--- src/ppcl_pkg.sv ---
// Package with register map, reset values and carrier types for the port block.
package ppcl_pkg;

  localparam int unsigned PPCL_ADDR_W = 8;
  localparam int unsigned PPCL_DATA_W = 8;
  localparam int unsigned PPCL_PINS   = 8;

  localparam logic [7:0] PPCL_ADDR_P0_DRIVE   = 8'hd9;
  localparam logic [7:0] PPCL_ADDR_P4_LATCH   = 8'he2;
  localparam logic [7:0] PPCL_ADDR_P1_ANALOG  = 8'hed;

  localparam logic [7:0] PPCL_RST_P0_DRIVE  = 8'h00;
  localparam logic [7:0] PPCL_RST_P4_LATCH  = 8'hff;
  localparam logic [7:0] PPCL_RST_P1_ANALOG = 8'hff;
  localparam logic [7:0] PPCL_UNMAPPED_READ = 8'h00;

  typedef struct packed {
    logic       wr;
    logic       rd;
    logic [7:0] addr;
    logic [7:0] wdata;
  } ppcl_sfr_req_t;

  typedef struct packed {
    logic [7:0] out;
    logic [7:0] oe_n;
  } ppcl_pin_drive_t;

endpackage

--- src/ppcl_port_pin_config_latch.sv ---
// Port pin configuration and latch logic reached over the SFR bus.
`timescale 1ns/1ps

module ppcl_port_pin_config_latch
(
  // Clock and reset
  input  wire logic                      mclk,
  input  wire logic                      reset,
  // SFR bus
  input  wire ppcl_pkg::ppcl_sfr_req_t   sfr_req,
  output      logic [7:0]                sfr_rdata,
  output      logic                      sfr_hit,
  // Port 0 pads
  input  wire logic [7:0]                p0_latch,
  input  wire logic [7:0]                p0_pin_in,
  output      ppcl_pkg::ppcl_pin_drive_t p0_drive,
  output      logic [7:0]                p0_pullup_en,
  // Port 1 pads
  input  wire logic [7:0]                p1_pin_in,
  output      logic [7:0]                p1_digital_in,
  output      logic [7:0]                p1_pullup_en,
  output      logic [7:0]                p1_driver_en,
  // Port 4 pads
  input  wire logic [7:0]                p4_pin_in,
  output      ppcl_pkg::ppcl_pin_drive_t p4_drive
);
  import ppcl_pkg::*;

  // Configuration and latch registers.
  logic [7:0] p0_drive_select_q;
  logic [7:0] p1_analog_select_q;
  logic [7:0] p4_latch_q;

  // Pad synchroniser stages, one pair per port.
  logic [7:0] p0_meta_q;
  logic [7:0] p0_sync_q;
  logic [7:0] p1_meta_q;
  logic [7:0] p1_sync_q;
  logic [7:0] p4_meta_q;
  logic [7:0] p4_sync_q;

  // Decoded write strobes, one per register.
  logic       wr_drive_sel;
  logic       wr_analog_sel;
  logic       wr_latch;

  // A write to an unmapped address raises no strobe and is dropped.
  always_comb
  begin
    wr_drive_sel  = 1'b0;
    wr_analog_sel = 1'b0;
    wr_latch      = 1'b0;
    if (sfr_req.wr)
    begin
      unique case (sfr_req.addr)
        PPCL_ADDR_P0_DRIVE:
        begin
          wr_drive_sel = 1'b1;
        end
        PPCL_ADDR_P1_ANALOG:
        begin
          wr_analog_sel = 1'b1;
        end
        PPCL_ADDR_P4_LATCH:
        begin
          wr_latch = 1'b1;
        end
        default:
        begin
          wr_latch = 1'b0;
        end
      endcase
    end
  end

  always_ff @(posedge mclk)
  begin
    if (reset)
    begin
      p0_drive_select_q <= PPCL_RST_P0_DRIVE;
    end
    else if (wr_drive_sel)
    begin
      p0_drive_select_q <= sfr_req.wdata;
    end
  end

  always_ff @(posedge mclk)
  begin
    if (reset)
    begin
      p1_analog_select_q <= PPCL_RST_P1_ANALOG;
    end
    else if (wr_analog_sel)
    begin
      p1_analog_select_q <= sfr_req.wdata;
    end
  end

  // Port 4 has no mode register here, so every pin counts as digital I/O.
  always_ff @(posedge mclk)
  begin
    if (reset)
    begin
      p4_latch_q <= PPCL_RST_P4_LATCH;
    end
    else if (wr_latch)
    begin
      p4_latch_q <= sfr_req.wdata;
    end
  end

  // Pads are asynchronous, so two flops precede any reader.
  // Port 0 stages have no reader yet; they keep every pad path alike.
  always_ff @(posedge mclk)
  begin
    if (reset)
    begin
      p0_meta_q <= 8'h00;
      p0_sync_q <= 8'h00;
    end
    else
    begin
      p0_meta_q <= p0_pin_in;
      p0_sync_q <= p0_meta_q;
    end
  end

  // Port 1 stages feed only the digital receiver.
  always_ff @(posedge mclk)
  begin
    if (reset)
    begin
      p1_meta_q <= 8'h00;
      p1_sync_q <= 8'h00;
    end
    else
    begin
      p1_meta_q <= p1_pin_in;
      p1_sync_q <= p1_meta_q;
    end
  end

  // Port 4 stages reset high, the level of a released pad, so the
  // readback shows no false low just after reset.
  always_ff @(posedge mclk)
  begin
    if (reset)
    begin
      p4_meta_q <= 8'hff;
      p4_sync_q <= 8'hff;
    end
    else
    begin
      p4_meta_q <= p4_pin_in;
      p4_sync_q <= p4_meta_q;
    end
  end

  // Port 4 reads show the pad level, so a pin held low externally reads 0 even
  // when its latch holds 1; read-modify-write code must allow for that.
  always_comb
  begin
    sfr_hit   = 1'b0;
    sfr_rdata = PPCL_UNMAPPED_READ;
    unique case (sfr_req.addr)
      PPCL_ADDR_P0_DRIVE:
      begin
        sfr_hit   = 1'b1;
        sfr_rdata = p0_drive_select_q;
      end
      PPCL_ADDR_P1_ANALOG:
      begin
        sfr_hit   = 1'b1;
        sfr_rdata = p1_analog_select_q;
      end
      PPCL_ADDR_P4_LATCH:
      begin
        sfr_hit   = 1'b1;
        sfr_rdata = p4_sync_q;
      end
      default:
      begin
        sfr_hit   = 1'b0;
        sfr_rdata = PPCL_UNMAPPED_READ;
      end
    endcase
  end

  genvar gi;

  // Port 0: push-pull drives both levels, open-drain only pulls low.
  generate
    for (gi = 0; gi < PPCL_PINS; gi++)
    begin : g_p0_pin
      assign p0_drive.out[gi]  = p0_latch[gi];
      assign p0_drive.oe_n[gi] = ~p0_drive_select_q[gi]
                                 & p0_latch[gi];
      assign p0_pullup_en[gi]  = 1'b1;
    end
  endgenerate

  // Port 1: analog mode removes pullup, driver and receiver.
  generate
    for (gi = 0; gi < PPCL_PINS; gi++)
    begin : g_p1_pin
      assign p1_digital_in[gi] = p1_analog_select_q[gi]
                                 & p1_sync_q[gi];
      assign p1_pullup_en[gi]  = p1_analog_select_q[gi];
      assign p1_driver_en[gi]  = p1_analog_select_q[gi];
    end
  endgenerate

  // Port 4: latch 0 pulls low, latch 1 releases to the pullup.
  generate
    for (gi = 0; gi < PPCL_PINS; gi++)
    begin : g_p4_pin
      assign p4_drive.out[gi]  = p4_latch_q[gi];
      assign p4_drive.oe_n[gi] = p4_latch_q[gi];
    end
  endgenerate

endmodule // ppcl_port_pin_config_latch

--- config.mk ---
export PLATFORM = sky130hd
export DESIGN_NAME = ppcl_port_pin_config_latch
export DESIGN_NICKNAME = d
export VERILOG_FILES = /design/src/ppcl_pkg.sv /design/src/ppcl_port_pin_config_latch.sv
export SDC_FILE = /design/constraint.sdc
export NUM_CORES = 1
export LEC_CHECK = 0
export ABC_AREA = 1
export BUFFER_PORTS_ARGS = -buffer_cell sky130_fd_sc_hd__buf_2
export CORE_MARGIN = 4
export CORE_UTILIZATION = 40
export CTS_CLUSTER_SIZE = 28
export DETAILED_ROUTE_END_ITERATION = 10
export PLACE_DENSITY = 0.81
export SYNTH_ARGS = -nofsm -noshare
export SYNTH_HDL_FRONTEND = slang
export SYNTH_SLANG_ARGS = --single-unit
export TNS_END_PERCENT = 5
--- constraint.sdc ---
create_clock -name mclk -period 2.09 [get_ports mclk]
set_input_delay 0.1045 -clock mclk [delete_from_list [all_inputs] [get_ports mclk]]
set_output_delay 0.1045 -clock mclk [all_outputs]
set_load 0.05 [all_outputs]
==> results.tsv, run 1 <==
stage	metric	value	unit
logic_synthesis	yosys_warnings	0	
layout	n_antenna_cell	0	
power	power.density	644	nW/um2
logic_synthesis	syn-cell-area	2680	um2
critical_path	worstPathMaxFanout	10	
logic_synthesis	synth_area_leaders	dfxtp_1 42%, buf_4 9.5%, inv_1 8.7%, nand2_1 7.2%, nand4_1 5.6%	
critical_path	cp.arrival	1.43	ns
job	max_cap_violations	0	
critical_path	r2r_start	p0_drive_select_q[6]	
cts	clk_path_buf_depth	2	
global_route	met2_usage	27.1	%
route	dr.first_iter.drc_count	91	
cts	cts.sinks	56	
route	viasPerCell	4.43	
route	wire_per_inst	11.7	um
placement	hpwlAfterDp	4560	um
critical_path	crit_path_start_kind	input pin	
cts	post_cts_buffers	0	
global_route	busiest_layer	met2	
global_route	met3_usage	4.76	%
critical_path	path_class	input pin to output port	
outcome	status	complete, no violations	
sta	fin_crit_sh	73.3	%
route	drt-total-wl	6060	um
sta	skew	0.00398	ns
route	firstDrtPassIters	4	
critical_path	worst_setup_path_end_kind	output port	
sta	tightest_slew	0.676	ns
logic_synthesis	yosysSeqAreaShare	41.9	%
logic_synthesis	syn_inst	345	
placement	gp_congestion	0.805	
layout	areaGrowthSynthToFinish	23.4	%
global_route	grt_pass1_vias	2205	
cts	clk_latency	0.32	ns
critical_path	crit_slowest_cell	and2_1	
logic_synthesis	yosysTopAreaCellShare	41.9	%
global_route	grt_usage	15.1	%
sta	slew_headroom	54.9	%
logic_synthesis	yosysTopAreaCell	dfxtp_1	
sta	min_period	1.53	ns
die	io_pins	125	
cts	hold_buffers	16	
critical_path	r2r_cells	4	
die	initial_utilization	41.7	%
layout	final_layout_size_suffix_gt1_share	38.6	%
route	ant_nets	0	
power	ir_drop	0.000377	V
cts	path_clk_slew	0.09	ns
sta	setup_tns	0	ns
critical_path	cp.required	1.99	ns
cts	root_buffer	clkbuf_8	
die	core_area	6420	um2
die	fp.dieW	89.8	um
sta	fmax	0.653	GHz
route	drc	0	
cts	cts_buffers	5	
cts	cts_tree	yes	
global_route	grtUsageMet1	17.0	%
die	rows	29	
logic_synthesis	synth_ff_type	dfxtp_1	
route	via_count	2288	
power	p_leak	1.84	nW
logic_synthesis	synth-edff-count	0	
cts	ctsResizeCount	0	
layout	stdcell_count	517	
logic_synthesis	ys_types	22	
logic_synthesis	synth_seq_cells	56	
global_route	grt_max_degree	34	
min_path	hold-path-cell-count	3	
min_path	min_to	p4_latch_q[2]	
min_path	hold_path.class	input pin to register	
logic_synthesis	ys_async_sr_fraction	0	%
global_route	antenna_found_initial	0	
sta	setup_violations	0	
global_route	grt_overflow	0	
critical_path	max_stage_delay	0.43	ns
critical_path	reg2reg_slack	1.36	ns
die	die_area	8060	um2
sta	rsz0062_at_grt	false	
critical_path	reg2reg_to	p0_drive_select_q[6]	
logic_synthesis	avgSynthCellArea	7.76	um2
layout	num-nets-final	491	
cts	ctsHtreeMaxLevel	2	
sta	hold_viol	0	
placement	io_buffers	107	
sta	finalMaxSlewViolations	0	
power	power	2.13	mW
critical_path	cp_cell_sequence	buf_2, inv_1, nand2_2, nor2_8, and2_1, nand2_2, nand3_2, buf_2	
die	die_h	89.8	um
global_route	grt_pass1_wl	10000	um
min_path	worstHoldStart	sfr_req[2]	
placement	place_inst	493	
-- cells in the final DEF, fill, tap and decap left out --
cell           netlist  routed
and2_1               2       2
buf_2                2     107
buf_4               34       1
bufinv_16            0       1
clkbuf_1             6       1
clkbuf_8             0       5
clkinv_1             1       1
conb_1               1       8
dfxtp_1             56      56
dlygate4sd3_1        0      16
inv_1               62      62
inv_6                0       1
nand2_1             51      51
nand2_2             21      21
nand2_4              1       1
nand3_1             16      16
nand3_2             10      10
nand3_4              1       1
nand4_1             24      24
nor2_1              33      33
nor2_2               1       1
nor2_4               1       1
nor2_8               3       3
or2_2               16      16
or2_4                1       1
-- metrics by stage --
step | area, um2 | hold slack [ns] | setup slack (ns) | util, %
after floorplan | 2700 | 0.208 | 0.890 | -
after global placement | 3030 | 0.290 | 0.571 | 47.2
after detailed placement | 3030 | 0.288 | 0.568 | 47.2
after CTS | 3300 | 0.0913 | 0.564 | 51.4
after global routing | 3300 | 0.0913 | 0.455 | 51.4
final | 3300 | 0.0950 | 0.558 | 51.4
-- cell families after synthesis --
family	after synthesis	synth area share, %
and+or+nand+nor	181	37.5
buffers and inverters	107	20.4
DFF	56	41.9
other	1	0.140
-- sequential cells by signal, summed over array words and instances (netlist names) --
register           cells
p1_driver_en           8
p1_sync_q              8
p4_sync_q              8
p4_meta_q              8
p4_latch_q             8
p1_meta_q              8
p0_drive_select_q      8
-- power by group --
group	total (mW)	switching (mW)	internal (mW)	leakage (nW)
combinational	0.316	0.220	0.0960	1.33
clock	0.709	0.347	0.362	0.0558
sequential	1.10	0.00755	1.10	0.459
-- worst max-delay path by stage --
stage	slack (ns)	cells after the start	to	start
final	0.56	8	sfr_rdata[4]	sfr_req[10]
after global routing	0.46	8	sfr_hit	sfr_req[12]
after CTS	0.56	8	sfr_rdata[0]	sfr_req[12]
after detailed placement	0.57	8	sfr_rdata[1]	sfr_req[12]
after global placement	0.57	8	sfr_rdata[0]	sfr_req[12]
after floorplan	0.89	2	p1_digital_in[0]	p1_driver_en[0]
-- cell type report --
type / instances / area (um2)
clock buffers: 6 / 72.6
clock inverters: 2 / 38.8
fillers: 616 / 3120
inverters: 63 / 236
multi-input cells: 189 / 1030
flip-flops and latches: 56 / 1120
well taps: 77 / 96.3
repair buffers: 124 / 703
-- worst max-delay path, delay by kind of cell --
family	cells	cell delay (ns)
buffers and inverters	3	0.44
AND/OR/NAND/NOR	5	0.87
-- routing by layer --
| metal | vias up | part of all wire (%) | wire length, um |
|---|---|---|---|
| met5 | - | 0 | 0 |
| met4 | 0 | 1.6 | 94 |
| met1 | 1006 | 41 | 2450 |
| li1 | 1186 | - | - |
| met2 | 84 | 50 | 3040 |
| met3 | 12 | 7.7 | 469 |
-- synthesized netlist by cell type (2+ instances only) --
master,n
nor2_1,33
nand2_1,51
nand3_2,10
nand2_2,21
buf_2,2
nand3_1,16
clkbuf_1,6
and2_1,2
or2_2,16
buf_6,2
inv_1,62
nor2_8,3
nand4_1,24
dfxtp_1,56
buf_4,34
No activity file was read; power rests on OpenSTA's default activity.
==> run 2, diff against run 1 <==
ABC_AREA = 0   (was 1)
PLACE_DENSITY = 0.86   (was 0.81)
clock period = 1.37 ns   (was 2.09 ns; I/O delays follow)
==> run 2 against run 1 <==
Against the previous run: first-iteration DRC count decreased by 11%; worst setup slack got worse by 0.52 ns; clock skew increased by 0.0026 ns; non-clock buffer count increased by 10; register-to-register slack got worse by 0.74 ns; largest cell class unchanged; routed wire length increased by 0.59%; largest power group unchanged; hold slack got worse by 0.061 ns; core utilization increased by 4.3 points; critical path type is now register to output port; sequential cell count unchanged; count of clock-buffer cells in the layout unchanged; clock power increased by 36%; synthesized cell count decreased by 28%.
==> results.tsv, run 2 <==
stage	metric	value	unit
layout	fin_area	3140	um2
placement	gp_congestion	0.850	
power	p_sw	0.850	mW
logic_synthesis	yosysTopAreaCellShare	46.9	%
power	power	3.10	mW
logic_synthesis	synth.most_common_cell	dfxtp_1	
job	max_cap_violations	0	
critical_path	worst_setup_path_end_kind	output port	
layout	final_layout_size_suffix_gt1_share	43.0	%
cts	cts.sinks	56	
global_route	grt_pass1_wl	9490	um
power	swShare	27.4	%
critical_path	cp_cell_sequence	and3_1, a221o_1, buf_2	
logic_synthesis	yosys_warnings	0	
die	die_area	7280	um2
die	io_pins	125	
sta	min_period	1.33	ns
cts	clk_path_buf_depth	2	
power	ir_drop	0.000657	V
logic_synthesis	ys_types	29	
power	clock_power_share	31.0	%
global_route	grt_pass1_vias	1968	
placement	io_buffers	107	
cts	ctsHtreeMaxLevel	2	
layout	mostFrequentLayoutCells	101 x buf_2, 54 x dfxtp_1, 25 x nor2_1, 24 x nor2b_1	
route	via_count	2014	
logic_synthesis	avgSynthCellArea	9.68	um2
route	dr.first_iter.drc_count	81	
cts	cts_tree	yes	
min_path	hold_path.class	input pin to register	
sta	setup_violations	0	
power	p_comb_share	14.9	%
critical_path	path_class	register to output port	
layout	final_common_cell	buf_2	
power	p_seq_share	54.1	%
placement	placed_cell_area	2840	um2
sta	skew	0.00662	ns
layout	n_antenna_cell	0	
logic_synthesis	synth_ff_type	dfxtp_1	
logic_synthesis	synth_area_leaders	dfxtp_1 47%, buf_4 10%, mux2i_1 6.7%, nor2b_1 6.3%, or2_2 4.2%	
sta	hold_viol	0	
die	fp.dieW	85.3	um
global_route	grt_usage	16.1	%
cts	path_clk_slew	0.11	ns
route	drc	0	
power	p_leak	1.51	nW
cts	clk_latency	0.30	ns
placement	hpwlAfterDp	4490	um
layout	num-nets-final	402	
critical_path	crit_path_start_kind	register	
critical_path	crit_slowest_cell	dfxtp_1	
cts	post_cts_buffers	0	
critical_path	crit_family	flip-flops	
power	p_int	2.25	mW
die	rows	27	
outcome	status	complete, no violations	
critical_path	max_stage_delay	0.34	ns
die	initial_utilization	42.4	%
global_route	grt_max_degree	65	
route	viasPerCell	4.76	
layout	areaGrowthSynthToFinish	31.4	%
logic_synthesis	yosysSeqAreaShare	46.9	%
route	ant_nets	0	
power	power.density	988	nW/um2
critical_path	cp.arrival	1.26	ns
critical_path	worstPathMaxFanout	3	
cts	root_buffer	clkbuf_8	
logic_synthesis	yosysTopAreaCell	dfxtp_1	
logic_synthesis	yosys-top-cells-count	56 x dfxtp_1, 33 x buf_4, 26 x nor2_1	
route	wire_per_inst	14.4	um
route	drt-total-wl	6090	um
critical_path	cp.required	1.30	ns
logic_synthesis	ys_async_sr_fraction	0	%
logic_synthesis	synth-edff-count	0	
logic_synthesis	syn_inst	247	
die	core_area	5640	um2
sta	fin_crit_sh	96.9	%
logic_synthesis	synth_seq_cells	56	
die	die_h	85.3	um
sta	rsz0062_at_grt	true	
logic_synthesis	syn-cell-area	2390	um2
global_route	grt_overflow	0	
sta	finalMaxSlewViolations	0	
global_route	antenna_found_initial	0	
cts	cts_buffers	5	
sta	fmax	0.753	GHz
critical_path	crit_buf_inv	1	
route	firstDrtPassIters	4	
-- run 2: changes by cell type after synthesis, moves of 16 or more --
cell | before | now
inv_1 | 62 | 2
nand2_1 | 51 | 0
nor2b_1 | 0 | 24
nand2_2 | 21 | 0
mux2i_1 | 0 | 16
nand3_1 | 16 | 0
nand4_1 | 24 | 8
-- run 2: kinds of logic (layout without fill, tap and decap cells) --
| group | count (synthesis) | after routing | share of synthesized area, % |
|---|---|---|---|
| flip-flops | 56 | 56 | 46.9 |
| AO/OA/AOI/OAI | 24 | 24 | 7.54 |
| buffers and inverters | 48 | 145 | 13.1 |
| multiplexers | 16 | 16 | 6.70 |
| AND/OR/NAND/NOR | 102 | 102 | 25.6 |
| other | 1 | 8 | 0.157 |
-- run 2: through the flow --
stage	utilization [%]	hold slack, ns	std cells	TNS (ns)	setup WS [ns]
6_report	55.7	0.0338	423	0	0.0422
5_1_grt	55.7	0.0249	423	-0.0156	-0.00589
4_1_cts	55.0	0.0216	423	-0.0227	-0.0227
3_5_place_dp	50.3	0.253	399	-0.742	-0.117
3_3_place_gp	50.3	0.250	399	-0.178	-0.0357
2_1_floorplan	-	0.172	254	-0.0429	-0.0429
-- run 2: power by group through the flow --
stage               registers [mW]  clock network (mW)  logic, mW
global placement              1.72                   0      0.416
detailed placement            1.72                   0      0.425
CTS                           1.68               0.993      0.460
floorplan                     1.72                   0      0.325
finish                        1.68               0.963      0.463
global route                  1.68                1.06      0.494
-- run 2: worst paths after layout --
kind	from	endpoint	slack (ns)	cells past startpoint
max	p0_drive_select_q[2]	sfr_rdata[2]	0.04	3
max reg2reg	p1_driver_en[6]	p1_driver_en[6]	0.62	3
min	sfr_req[1]	p0_drive_select_q[1]	0.03	3
min reg2reg	p4_meta_q[0]	p4_sync_q[0]	0.42	1
-- run 2: worst min-delay path, stage by stage --
cell     delay [ns]
buf_2          0.10
nand4_1        0.06
a21oi_1        0.06
-- run 2: per-layer routing --
metal | vias up | global-route usage [%] | share of wire, %
li1 | 1000 | - | -
met1 | 925 | 19.5 | 42
met2 | 85 | 28.1 | 49
met3 | 4 | 4.56 | 8.7
met4 | 0 | 3.88 | 0.69
met5 | - | 0 | 0
-- run 2: cell type report --
class                      instances  area [um2]
fill                             508        2500
sequential                        56        1130
multi-input combinational        150         997
timing repair buffer             134         817
tap                               72        90.1
clock buffer                       6        82.6
clock inverter                     2        17.5
inverter                           3        11.3
-- run 2: timing repair --
item                                    in CTS  in global routing
endpoints found under the setup margin       9                  8
hold buffers                                16                  0
hold endpoints to repair                    16                  0
gates resized for setup                      3                 16
